===== src/fp_ctx_pkg.sv =====
package fp_ctx_pkg;

  // ****************************************************************
  // Context register field layout
  // ****************************************************************
  localparam int UPD_MSB    = 31;
  localparam int UPD_LSB    = 28;
  localparam int RND_MSB    = 27;
  localparam int RND_LSB    = 24;
  localparam int TRAP_MSB   = 23;
  localparam int TRAP_LSB   = 16;
  localparam int CMP_MSB    = 15;
  localparam int CMP_LSB    = 8;
  localparam int STICKY_MSB = 7;
  localparam int STICKY_LSB = 0;

  // Bits inside the rounding control field
  localparam int RND_MODE_MSB = 27;
  localparam int RND_MODE_LSB = 26;
  localparam int RND_CONV_BIT = 25;
  localparam int RND_FAST_BIT = 24;

  // Exception positions within the trap enable and sticky flag bytes
  localparam int EXC_DATA_CHAIN = 7;
  localparam int EXC_BAD_OPCODE = 6;
  localparam int EXC_INEXACT    = 5;
  localparam int EXC_UNDERFLOW  = 4;
  localparam int EXC_OVERFLOW   = 3;
  localparam int EXC_DIV_ZERO   = 2;
  localparam int EXC_INVALID    = 0;

  // Compare result bits within the compare result byte
  localparam int CMP_ZERO_BIT  = 6;
  localparam int CMP_UNORD_BIT = 2;
  localparam int CMP_LESS_BIT  = 0;

  localparam logic [3:0]  UPD_PARTIAL = 4'hC;
  localparam logic [3:0]  UPD_FULL    = 4'h0;
  localparam logic [31:0] CTX_RESET   = 32'h0100_0000;

  localparam logic [1:0] ROUND_NEAREST   = 2'h0;
  localparam logic [1:0] ROUND_TOWARD_ZERO = 2'h1;
  localparam logic [1:0] ROUND_PLUS_INF  = 2'h2;
  localparam logic [1:0] ROUND_MINUS_INF = 2'h3;

  // ****************************************************************
  // Instruction and operand codes
  // ****************************************************************
  localparam logic [3:0] OP_MOVE_REG  = 4'h1;
  localparam logic [3:0] OP_LOAD      = 4'h2;
  localparam logic [3:0] OP_STORE     = 4'h3;
  localparam logic [3:0] OP_LOAD_CTX  = 4'h4;
  localparam logic [3:0] OP_STORE_CTX = 4'h5;
  localparam logic [3:0] OP_ARITH     = 4'h6;
  localparam logic [3:0] OP_COMPARE   = 4'h7;

  localparam logic [1:0] SRC_REG  = 2'h0;
  localparam logic [1:0] SRC_IMM  = 2'h1;
  localparam logic [1:0] SRC_HOST = 2'h2;

  localparam logic [1:0] CMP_EQ    = 2'h0;
  localparam logic [1:0] CMP_LT    = 2'h1;
  localparam logic [1:0] CMP_GT    = 2'h2;
  localparam logic [1:0] CMP_UNORD = 2'h3;

  localparam int REG_COUNT = 32;

  typedef enum logic [1:0]
  {
    ST_IDLE = 2'b01,
    ST_WAIT = 2'b10
  } seq_state_type;

endpackage : fp_ctx_pkg


===== src/fp_context_reg.sv =====
`timescale 1ns/1ps
module fp_context_reg
  import fp_ctx_pkg::*;
(
  input  wire logic        sys_clk,
  input  wire logic        rst,
  input  wire logic        ctxWrite,
  input  wire logic [31:0] ctxData,
  input  wire logic        endValid,
  input  wire logic [7:0]  endExc,
  input  wire logic        cmpValid,
  input  wire logic [1:0]  cmpCode,
  output logic      [31:0] processContext,
  output logic             trapHit
);

  logic [7:0] liveExc;
  logic [7:0] cmpByte;

  // The data chain exception is never raised by this device
  assign liveExc = endValid ? (endExc & ~(8'h01 << EXC_DATA_CHAIN)) : 8'h00;

  always_comb
  begin
    cmpByte = 8'h00;
    case (cmpCode)
      CMP_EQ:    cmpByte[CMP_ZERO_BIT] = 1'b1;
      CMP_LT:    cmpByte[CMP_LESS_BIT] = 1'b1;
      CMP_GT:    cmpByte = 8'h00;
      default:
      begin
        cmpByte[CMP_ZERO_BIT]  = 1'b1;
        cmpByte[CMP_UNORD_BIT] = 1'b1;
        cmpByte[CMP_LESS_BIT]  = 1'b1;
      end
    endcase
  end

  // Checked against the mask in force before any load in the same cycle
  assign trapHit = |(liveExc & ~processContext[TRAP_MSB:TRAP_LSB]);

  // ****************************************************************
  // Field updates
  // ****************************************************************
  always_ff @(posedge sys_clk or posedge rst)
  begin
    if (rst)
      processContext[UPD_MSB:UPD_LSB] <= CTX_RESET[UPD_MSB:UPD_LSB];
    else if (ctxWrite)
      processContext[UPD_MSB:UPD_LSB] <= ctxData[UPD_MSB:UPD_LSB];
  end

  always_ff @(posedge sys_clk or posedge rst)
  begin
    if (rst)
      processContext[RND_MSB:RND_LSB] <= CTX_RESET[RND_MSB:RND_LSB];
    else if (ctxWrite && ctxData[UPD_MSB:UPD_LSB] == UPD_FULL)
      processContext[RND_MSB:RND_LSB] <= ctxData[RND_MSB:RND_LSB];
  end

  always_ff @(posedge sys_clk or posedge rst)
  begin
    if (rst)
      processContext[TRAP_MSB:TRAP_LSB] <= CTX_RESET[TRAP_MSB:TRAP_LSB];
    else if (ctxWrite)
      processContext[TRAP_MSB:TRAP_LSB] <= ctxData[TRAP_MSB:TRAP_LSB];
  end

  always_ff @(posedge sys_clk or posedge rst)
  begin
    if (rst)
      processContext[CMP_MSB:CMP_LSB] <= CTX_RESET[CMP_MSB:CMP_LSB];
    else if (cmpValid)
      processContext[CMP_MSB:CMP_LSB] <= cmpByte;
    else if (ctxWrite)
      processContext[CMP_MSB:CMP_LSB] <= ctxData[CMP_MSB:CMP_LSB];
  end

  // A load writes the flags from the loaded data, but an exception in the same cycle still sticks
  always_ff @(posedge sys_clk or posedge rst)
  begin
    if (rst)
      processContext[STICKY_MSB:STICKY_LSB] <= CTX_RESET[STICKY_MSB:STICKY_LSB];
    else if (ctxWrite)
      processContext[STICKY_MSB:STICKY_LSB] <= ctxData[STICKY_MSB:STICKY_LSB] | liveExc;
    else
      processContext[STICKY_MSB:STICKY_LSB] <=
        processContext[STICKY_MSB:STICKY_LSB] | liveExc;
  end

endmodule : fp_context_reg


===== src/fp_reg_bank.sv =====
`timescale 1ns/1ps
module fp_reg_bank
  import fp_ctx_pkg::*;
(
  input  wire logic        sys_clk,
  input  wire logic        rst,
  input  wire logic        wrEn,
  input  wire logic        wrDouble,
  input  wire logic [4:0]  wrIdx,
  input  wire logic [63:0] wrData,
  input  wire logic [4:0]  rdAIdx,
  input  wire logic        rdADouble,
  output logic      [63:0] rdAData,
  input  wire logic [4:0]  rdBIdx,
  input  wire logic        rdBDouble,
  output logic      [63:0] rdBData
);

  logic [31:0] singleReg [REG_COUNT];
  logic [4:0]  evenIdx;

  // A pair is always named by its even register; bit 0 is ignored
  assign evenIdx = {wrIdx[4:1], 1'b0};

  // ****************************************************************
  // Storage
  // ****************************************************************
  for (genvar i = 0; i < REG_COUNT; i++)
  begin : g_reg
    always_ff @(posedge sys_clk or posedge rst)
    begin
      if (rst)
        singleReg[i] <= 32'h0000_0000;
      else if (wrEn && !wrDouble && wrIdx == 5'(i))
        singleReg[i] <= wrData[31:0];
      else if (wrEn && wrDouble && evenIdx == 5'(i))
        singleReg[i] <= wrData[63:32];
      else if (wrEn && wrDouble && evenIdx == 5'(i - 1))
        singleReg[i] <= wrData[31:0];
    end
  end

  // Singles sit in the low word; a pair returns even word on top
  assign rdAData = rdADouble
    ? {singleReg[{rdAIdx[4:1], 1'b0}], singleReg[{rdAIdx[4:1], 1'b1}]}
    : {32'h0000_0000, singleReg[rdAIdx]};
  assign rdBData = rdBDouble
    ? {singleReg[{rdBIdx[4:1], 1'b0}], singleReg[{rdBIdx[4:1], 1'b1}]}
    : {32'h0000_0000, singleReg[rdBIdx]};

endmodule : fp_reg_bank


===== src/fp_regfile_context.sv =====
// Contract
// - thirty-two single registers, each addressable as an operand
// - even-numbered pairs act as sixteen double registers
// - double pair holds high word in even, low word in odd register
// - 32-bit context register, writable for control, readable for status
// - fields: select 31-28, rounding 27-24, traps 23-16, compare 15-8, flags 7-0
// - select 1100 loads traps, compare and flags but keeps rounding
// - select 0000 loads traps, compare, flags and rounding
// - two rounding bits choose nearest, zero, plus or minus infinity
// - third rounding bit makes conversions use current mode or truncate
// - flag byte holds the five standard flags plus device flags
// - writing zeros into flag bits clears those flags
// - at instruction end flags OR in exception status, regardless of masks
// - trap enable byte positions 23, 22, 21, 20, 19, 18 and 16
// - an exception with its mask bit low raises the interrupt request
// - an unrecognised broadcast instruction flags the bad opcode exception
// - the data chain exception flag is never set
// - compare byte changes only on test or compare instructions; context loads also write it
// - compare codes in bits 14, 10, 8: equal 100, less 001, greater 000, unordered 111
// - result goes to second source; first is register, immediate or host data
// - data moves host to register, register to host, and register to register
`timescale 1ns/1ps
module fp_regfile_context
  import fp_ctx_pkg::*;
(
  input  wire logic        sys_clk,
  input  wire logic        rst,
  input  wire logic        instrValid,
  output logic             instrReady,
  input  wire logic [3:0]  instrOp,
  input  wire logic        instrDouble,
  input  wire logic [4:0]  src2Idx,
  input  wire logic [4:0]  src1Idx,
  input  wire logic [1:0]  src1Kind,
  input  wire logic [31:0] hostData,
  input  wire logic [31:0] immData,
  output logic      [63:0] operandSrc1,
  output logic      [63:0] operandSrc2,
  input  wire logic [63:0] aluResult,
  input  wire logic [7:0]  aluExc,
  input  wire logic [1:0]  aluCmp,
  output logic             readValid,
  output logic      [31:0] readData,
  output logic             intReq,
  output logic      [1:0]  roundMode,
  output logic             convTruncate,
  output logic             fastMode
);

  // ****************************************************************
  // Declarations
  // ****************************************************************
  seq_state_type state;
  seq_state_type next_state;
  logic          accept;
  logic          knownOp;
  logic          isArith;
  logic          isCompare;
  logic          isCtxLoad;
  logic          isRead;
  logic          wrEn;
  logic [63:0]   wrData;
  logic [4:0]    rdAIdx;
  logic [63:0]   rdAData;
  logic [63:0]   rdBData;
  logic [63:0]   src1Value;
  logic [7:0]    endExc;
  logic [31:0]   processContext;
  logic          trapHit;

  assign accept     = instrValid && instrReady;
  assign instrReady = (state == ST_IDLE);
  assign readValid  = (state == ST_WAIT);

  // ****************************************************************
  // Instruction decode
  // ****************************************************************
  assign knownOp = (instrOp == OP_MOVE_REG) || (instrOp == OP_LOAD) ||
                   (instrOp == OP_STORE) || (instrOp == OP_LOAD_CTX) ||
                   (instrOp == OP_STORE_CTX) || (instrOp == OP_ARITH) ||
                   (instrOp == OP_COMPARE);
  assign isArith   = accept && instrOp == OP_ARITH;
  assign isCompare = accept && instrOp == OP_COMPARE;
  assign isCtxLoad = accept && instrOp == OP_LOAD_CTX;
  assign isRead    = accept && (instrOp == OP_STORE || instrOp == OP_STORE_CTX);

  // Only arithmetic and compare pass on datapath exceptions
  always_comb
  begin
    endExc = 8'h00;
    if (!knownOp)
      endExc[EXC_BAD_OPCODE] = 1'b1;
    else if (instrOp == OP_ARITH || instrOp == OP_COMPARE)
      endExc = aluExc;
  end

  // ****************************************************************
  // Operand selection
  // ****************************************************************
  // Store reads the second-source register; moves read the first source
  assign rdAIdx = (instrOp == OP_STORE) ? src2Idx : src1Idx;

  always_comb
  begin
    if (src1Kind == SRC_IMM)
      src1Value = instrDouble ? {immData, 32'h0000_0000} : {32'h0000_0000, immData};
    else if (src1Kind == SRC_HOST)
      src1Value = instrDouble ? {hostData, 32'h0000_0000} : {32'h0000_0000, hostData};
    else
      src1Value = rdAData;
  end

  assign operandSrc1 = src1Value;
  assign operandSrc2 = rdBData;

  // Results always land in the second-source register
  assign wrEn = accept && (instrOp == OP_MOVE_REG || instrOp == OP_LOAD ||
                           instrOp == OP_ARITH);
  assign wrData = (instrOp == OP_ARITH) ? aluResult : src1Value;

  fp_reg_bank u_bank
  (
    .sys_clk   (sys_clk),
    .rst       (rst),
    .wrEn      (wrEn),
    .wrDouble  (instrDouble),
    .wrIdx     (src2Idx),
    .wrData    (wrData),
    .rdAIdx    (rdAIdx),
    .rdADouble (instrDouble),
    .rdAData   (rdAData),
    .rdBIdx    (src2Idx),
    .rdBDouble (instrDouble),
    .rdBData   (rdBData)
  );

  fp_context_reg u_ctx
  (
    .sys_clk        (sys_clk),
    .rst            (rst),
    .ctxWrite       (isCtxLoad),
    .ctxData        (hostData),
    .endValid       (accept),
    .endExc         (endExc),
    .cmpValid       (isCompare),
    .cmpCode        (aluCmp),
    .processContext (processContext),
    .trapHit        (trapHit)
  );

  // ****************************************************************
  // Read sequencing: one wait state before data is valid
  // ****************************************************************
  always_comb
  begin
    next_state = state;
    case (state)
      ST_IDLE: if (isRead) next_state = ST_WAIT;
      ST_WAIT: next_state = ST_IDLE;
      default: next_state = ST_IDLE;
    endcase
  end

  always_ff @(posedge sys_clk or posedge rst)
  begin
    if (rst)
      state <= ST_IDLE;
    else
      state <= next_state;
  end

  always_ff @(posedge sys_clk or posedge rst)
  begin
    if (rst)
      readData <= 32'h0000_0000;
    else if (isRead && instrOp == OP_STORE_CTX)
      readData <= processContext;
    else if (isRead)
      readData <= instrDouble ? rdAData[63:32] : rdAData[31:0];
  end

  // Held until the next context load so the host sees a level
  always_ff @(posedge sys_clk or posedge rst)
  begin
    if (rst)
      intReq <= 1'b0;
    else if (trapHit)
      intReq <= 1'b1;
    else if (isCtxLoad)
      intReq <= 1'b0;
  end

  // ****************************************************************
  // Rounding control outputs
  // ****************************************************************
  assign roundMode    = processContext[RND_MODE_MSB:RND_MODE_LSB];
  assign convTruncate = processContext[RND_CONV_BIT];
  assign fastMode     = processContext[RND_FAST_BIT];

  // ****************************************************************
  // Checks
  // ****************************************************************
  partial_keeps_round_a: assert property (@(posedge sys_clk) disable iff (rst)
    isCtxLoad && hostData[UPD_MSB:UPD_LSB] == UPD_PARTIAL
    |=> $stable(processContext[RND_MSB:RND_LSB]))
    else $error("rounding field changed on partial load");

  full_loads_round_a: assert property (@(posedge sys_clk) disable iff (rst)
    isCtxLoad && hostData[UPD_MSB:UPD_LSB] == UPD_FULL
    |=> processContext[RND_MSB:RND_LSB] == $past(hostData[RND_MSB:RND_LSB]))
    else $error("rounding field not loaded on full load");

  sticky_or_a: assert property (@(posedge sys_clk) disable iff (rst)
    accept && !isCtxLoad
    |=> processContext[STICKY_MSB:STICKY_LSB] ==
        ($past(processContext[STICKY_MSB:STICKY_LSB]) |
         ($past(endExc) & ~(8'h01 << EXC_DATA_CHAIN))))
    else $error("sticky flags did not accumulate");

  flag_clear_a: assert property (@(posedge sys_clk) disable iff (rst)
    isCtxLoad && hostData[STICKY_MSB:STICKY_LSB] == 8'h00 && endExc == 8'h00
    |=> processContext[STICKY_MSB:STICKY_LSB] == 8'h00)
    else $error("flags not cleared by zero load");

  no_chain_flag_a: assert property (@(posedge sys_clk) disable iff (rst)
    !processContext[EXC_DATA_CHAIN] |=> !processContext[EXC_DATA_CHAIN] || $past(isCtxLoad))
    else $error("data chain flag set by hardware");

  bad_opcode_a: assert property (@(posedge sys_clk) disable iff (rst)
    accept && !knownOp |=> processContext[EXC_BAD_OPCODE])
    else $error("bad opcode flag missing");

  cmp_hold_a: assert property (@(posedge sys_clk) disable iff (rst)
    !isCompare && !isCtxLoad |=> $stable(processContext[CMP_MSB:CMP_LSB]))
    else $error("compare byte changed without compare");

  cmp_equal_a: assert property (@(posedge sys_clk) disable iff (rst)
    isCompare && aluCmp == CMP_EQ
    |=> processContext[CMP_LSB + CMP_ZERO_BIT] && !processContext[CMP_LSB + CMP_UNORD_BIT]
        && !processContext[CMP_LSB + CMP_LESS_BIT])
    else $error("equal compare code wrong");

  trap_raise_a: assert property (@(posedge sys_clk) disable iff (rst)
    accept && |(endExc & ~(8'h01 << EXC_DATA_CHAIN) & ~processContext[TRAP_MSB:TRAP_LSB])
    |=> intReq)
    else $error("unmasked exception did not interrupt");

  masked_quiet_a: assert property (@(posedge sys_clk) disable iff (rst)
    !intReq && (!accept || (endExc & ~processContext[TRAP_MSB:TRAP_LSB]) == 8'h00)
    |=> !intReq)
    else $error("interrupt without unmasked exception");

  read_wait_a: assert property (@(posedge sys_clk) disable iff (rst)
    isRead && instrOp == OP_STORE_CTX
    |=> readValid && readData == $past(processContext) ##1 !readValid)
    else $error("context read data or timing wrong");

  pair_store_a: assert property (@(posedge sys_clk) disable iff (rst)
    accept && instrOp == OP_LOAD && instrDouble && src1Kind == SRC_HOST
    ##1 accept && instrOp == OP_STORE && !instrDouble
        && src2Idx == {$past(src2Idx[4:1]), 1'b0}
    |=> readData == $past(hostData, 2))
    else $error("double high word not in even register");

  cmp_less_a: assert property (@(posedge sys_clk) disable iff (rst)
    isCompare && aluCmp == CMP_LT
    |=> processContext[CMP_MSB:CMP_LSB] == 8'h01)
    else $error("less compare code wrong");

  cmp_unord_a: assert property (@(posedge sys_clk) disable iff (rst)
    isCompare && aluCmp == CMP_UNORD
    |=> processContext[CMP_MSB:CMP_LSB] == 8'h45)
    else $error("unordered compare code wrong");

  cmp_greater_a: assert property (@(posedge sys_clk) disable iff (rst)
    isCompare && aluCmp == CMP_GT
    |=> processContext[CMP_MSB:CMP_LSB] == 8'h00)
    else $error("greater compare code wrong");

  trap_load_a: assert property (@(posedge sys_clk) disable iff (rst)
    isCtxLoad
    |=> processContext[TRAP_MSB:TRAP_LSB] == $past(hostData[TRAP_MSB:TRAP_LSB]))
    else $error("trap enable byte not loaded");

  store_reg_a: assert property (@(posedge sys_clk) disable iff (rst)
    isRead && instrOp == OP_STORE && !instrDouble
    |=> readValid && readData == $past(operandSrc2[31:0]))
    else $error("register store data or timing wrong");

  single_write_a: assert property (@(posedge sys_clk) disable iff (rst)
    accept && instrOp == OP_LOAD && !instrDouble && src1Kind == SRC_HOST
    |=> !$stable(src2Idx) || instrDouble || operandSrc2[31:0] == $past(hostData))
    else $error("single register load did not land");

  pair_write_a: assert property (@(posedge sys_clk) disable iff (rst)
    accept && instrOp == OP_LOAD && instrDouble && src1Kind == SRC_HOST
    |=> !$stable(src2Idx[4:1]) || !instrDouble
        || operandSrc2 == {$past(hostData), 32'h0000_0000})
    else $error("double load halves misplaced");

  int_clear_a: assert property (@(posedge sys_clk) disable iff (rst)
    isCtxLoad && !trapHit
    |=> !intReq)
    else $error("interrupt not cleared by context load");

endmodule : fp_regfile_context


===== config.mk =====
export PLATFORM = sky130hd
export DESIGN_NAME = fp_regfile_context
export DESIGN_NICKNAME = d
export VERILOG_FILES = /design/src/fp_ctx_pkg.sv /design/src/fp_context_reg.sv /design/src/fp_reg_bank.sv /design/src/fp_regfile_context.sv
export SDC_FILE = /design/constraint.sdc
export NUM_CORES = 2
export LEC_CHECK = 0
export ABC_CLOCK_PERIOD_IN_PS = 36800
export BUFFER_PORTS_ARGS = -buffer_cell sky130_fd_sc_hd__buf_2
export CORE_MARGIN = 4
export CORE_UTILIZATION = 49
export CTS_BUF_LIST = sky130_fd_sc_hd__clkbuf_8
export DETAILED_ROUTE_END_ITERATION = 12
export HOLD_SLACK_MARGIN = 0.1
export MAX_ROUTING_LAYER = met4
export PLACE_DENSITY_LB_ADDON = 0.2
export REMOVE_ABC_BUFFERS = 1
export SYNTH_ARGS = -nofsm -noshare
export SYNTH_HDL_FRONTEND = slang
export SYNTH_SLANG_ARGS = --single-unit

===== constraint.sdc =====
create_clock -name sys_clk -period 36.8 [get_ports sys_clk]
set_input_delay 7.36 -clock sys_clk [delete_from_list [all_inputs] [get_ports sys_clk]]
set_output_delay 7.36 -clock sys_clk [all_outputs]
set_load 0.01 [all_outputs]

==> summary.md <==
| Metric | Value |
|---|---|
| WL per Instance | `40.26 um` |
| Pleak | `33.96 nW` |
| Setup-failing EPs final | `0` |
| Vias | `around 75000` |
| Slew HR | `-0.09259` |
| Outcome | `finished with violations` |
| Layout fillers | `13450` |
| Min Tclk post-route | `approximately 20000 ps` |
| Total power after layout | `0.003436 W` |
| Layout cells sized above 1 | `0.2490` |
| Min-Delay Endpoint | `readData[25]` |
| Comb power frac | `0.223` |
| CORE AREA | `151700 um2` |
| Num ports | `325` |
| Port Buffer Count | `about 320` |
| P&R area growth vs syn | `10.49%` |
| Area share of fa/ha/maj cells after synthesis | `0.0005023` |
| Die width | `398.5 um` |
| Pwr/cell area | `41.62 nW/um2` |
| RePlAce Congestion | `1.025` |
| Sw Pwr | `0.001188 W` |
| Xor-xnor portion of the synthesized cell area | `0.0001172` |
| CTS tree | `done` |
| Reg2Reg Launch Point | `state[0]` |
| Syn. warnings | `0` |
| Cell Area, Placed | `approximately 78000 um2` |
| Die Y | `398.5 um` |
| Post-Place Cells | `9080` |
| Setup crit start kind | `input pin` |
| WP data arrival | `12830 ps` |
| Final instance area | `82570 um2` |
| Setup TNS | `0 ps` |
| GR Overflow Total | `0` |
| Synthesized flop and latch total | `1091` |
| Final worst-path cycle share | `0.5487` |
| DRT Pass-1 Iters | `13` |
| CTS H-tree lvls | `4` |
| Post-Syn Area | `roughly 75000 um2` |
| Tightest Pin Transition | `1622 ps` |
| Reg clk slew, reported paths | `50 ps` |
| Routed WL | `382.1 mm` |
| Compound-Gate Fraction of Synth Area | `0.1811` |
| Final cell count without fillers | `9489` |
| Max-cap violation count | `2` |
| Hold Buf Count CTS | `0` |
| Mux contribution to synthesized area | `0.2905` |
| Setup Buffers After CTS | `0` |
| Crit. End Element | `primary output` |
| Largest net degree at the start of global routing | `153` |
| Num CTS Buffers | `197` |
| Detail Placement HPWL | `226.5 mm` |
| Sequential share of the synthesized area | `0.3654` |
| RSZ-0062 raised after global routing | `false` |
| Worst min path class | `flip-flop to flip-flop` |
| Largest family of logic cells by synthesized area | `multiplexers` |
| Wire length of the first global-routing pass | `531.7 mm` |
| Crit-path max FO | `105` |
| Num rows | `approximately 140` |
| Reg2reg end | `u_bank.singleReg[562]` |
| Die Area | `158800 um2` |
| Syn Inst Count | `7290` |
| Part of the power in registers | `0.415` |
| Simple-gate share of the synthesized area | `0.1152` |
| Fin. max-slew vios | `2` |
| Clk buf depth | `3` |
| Clk_lat worst skew | `1020 ps` |
| GRT Resource Usage Total | `0.4874` |
| Vias per cell | `approximately 7.9` |
| Top_reg_cell synth | `dfrtp_1` |
| R2R Setup Slk | `31080 ps` |
| Internal power | `~0.0022 W` |
| Initial core utilization | `0.4925` |
| Req. time, crit path | `between 20000 and 30000 ps` |
| WS Path Type | `input pin to primary output` |
| Post-synth EDFFs | `0` |
| Peak VDD IR | `0.04252 mV` |
| Final hold vios | `0` |
| Detail Route Antenna Nets | `0` |
| Power share of the clock group | `0.362` |
| Post-layout util | `0.5442` |
| Max Fclk | `49.53 MHz` |
| Final Skew | `57.18 ps` |
| Post-synth ARST share | `1.000` |
| Failing checks | `max-capacitance violations, max-slew violations` |
| TritonCTS Sinks | `1091` |
| R2R cell count | `10` |
| Clock root cell | `clkbuf_8` |
| Final nets | `7410` |
| DRC errors left | `0` |
| Initial antenna violation count | `35` |
| Vias in the first global route | `69532` |
| Unique masters post-synth | `81` |
| Sw frac | `0.3458` |
| DR iter-0 viols | `14731` |
| Hold_sp | `readData[25]` |
| Avg Cell Area, Syn | `slightly above 10 um2` |
| Cts repair resizes | `0` |
| WHS Path Cells | `1` |
-- worst max path at each step --
stage                     startpoint         endpoint  slack (ps)  depth (start not counted)
after floorplan                  rst           intReq       -1270                          1
final                     instrOp[0]  operandSrc1[13]       16610                         13
after global routing      instrOp[0]  operandSrc1[13]       16480                         13
after global placement    instrOp[0]  operandSrc1[13]       16990                         13
after CTS                 instrOp[0]  operandSrc1[13]       16900                         13
after detailed placement  instrOp[0]  operandSrc1[13]       16920                         13
-- final cells by class --
type / count / area (um2) / area share
Antenna cell: 57 / 142.6 / 0.001728
Clock buffer: 246 / 3386 / 0.04101
Clock inverter: 106 / 714.4 / 0.008653
Inverter: 18 / 75.07 / 0.0009092
Multi-Input combinational cell: 5372 / 44790 / 0.5424
Sequential cell: 1091 / 27300 / 0.3307
Tap cell: 2030 / 2540 / 0.03076
Timing Repair Buffer: 569 / 3618 / 0.04382
-- power by group through the flow --
stage / Combinational [W] / Clock, W / Sequential [W]
after floorplan: 0.000451 / 0 / 0.00140
after global placement: 0.000723 / 0 / 0.00143
after detailed placement: 0.000734 / 0 / 0.00143
after CTS: 0.000737 / 0.00123 / 0.00141
after global routing: 0.000800 / 0.00129 / 0.00143
final: 0.000766 / 0.00124 / 0.00143
-- sequential cells by signal (all words and copies together) (netlist names) --
register,flops
u_ctx.processContext,32
readData,32
u_bank.singleReg,1024
state,2
intReq,1
-- cell usage in the layout, fill, tap and decap left out, types with 19 or more instances in the layout --
cell type  netlist  final
nand2_1       1472   1441
dfrtp_1       1089   1089
mux4_2         711    711
o21ai_0        616    612
mux2i_1        474    453
o221ai_1       317    317
buf_2          122    317
nor2_1         307    254
clkbuf_8         0    247
buf_4           39    238
a22oi_1        193    193
nand3_1        190    185
a21oi_1        187    172
o31ai_1        139    139
inv_1           18     70
a32oi_1         68     68
o22ai_1         64     64
diode_2          0     57
a31oi_1         61     57
mux2_2          61     57
o211ai_1        44     44
and2_1          40     40
a221oi_1        35     35
clkinv_2         0     31
nor2_2           3     29
nor2_4           0     27
nor3_1          28     26
o21bai_1        23     22
nand2_2          0     20
o21ai_1         21     20
mux2i_2          3     19
a2bb2oi_1       19     19
-- critical path, cell delays in order --
cell and delay [ps]:
buf_2 250, nand4bb_4 620, mux2_8 970, buf_4 710, buf_12 640, mux2i_1 170
mux2i_1 260, nor2_1 80, a211oi_1 260, o221ai_1 250, o21ba_2 270, o21ai_0 620
buf_2 270
-- synthesized netlist by cell type, types with 28 or more instances --
library cell	n	area, um2
a21oi_1	187	935.9
a221oi_1	35	306.5
a22oi_1	193	1449
a31oi_1	61	381.6
a32oi_1	68	595.6
and2_1	40	250.2
buf_1	86	322.8
buf_2	122	610.6
buf_4	39	292.8
clkbuf_1	544	2042
dfrtp_1	1089	27250
mux2_2	61	686.9
mux2i_1	474	4745
mux4_2	711	16010
nand2_1	1472	5525
nand3_1	190	950.9
nor2_1	307	1152
nor3_1	28	140.1
o211ai_1	44	330.3
o21ai_0	616	3083
o221ai_1	317	2776
o22ai_1	64	400.4
o31ai_1	139	1044
-- layer usage --
| metal | up-vias | track usage | wire (um) |
|---|---|---|---|
| li1 | 27983 | - | - |
| met1 | 36673 | 0.5770 | 125800 |
| met2 | 7854 | 0.6246 | 151900 |
| met3 | 2175 | 0.2416 | 67470 |
| met4 | 0 | 0.3777 | 36900 |
| met5 | - | - | 0 |
-- logic make-up (layout without fill, tap and decap cells) --
kind of cell    Yosys count  count (layout)
other cells               0              57
xor+xnor                  1               1
fa+ha+maj                 3               3
flops                  1091            1091
mux                    1262            1262
compound gates         1983            1983
buf+inv                 827             939
simple gates           2123            2123
-- through the flow --
step                      hold slack, ps  setup WS [ps]
after floorplan                    440.4          -1273
after global placement             456.2          16990
after detailed placement           460.3          16920
after CTS                          479.9          16900
after global routing               502.8          16480
final                              478.9          16610
Power figures use the tool's default switching activity.
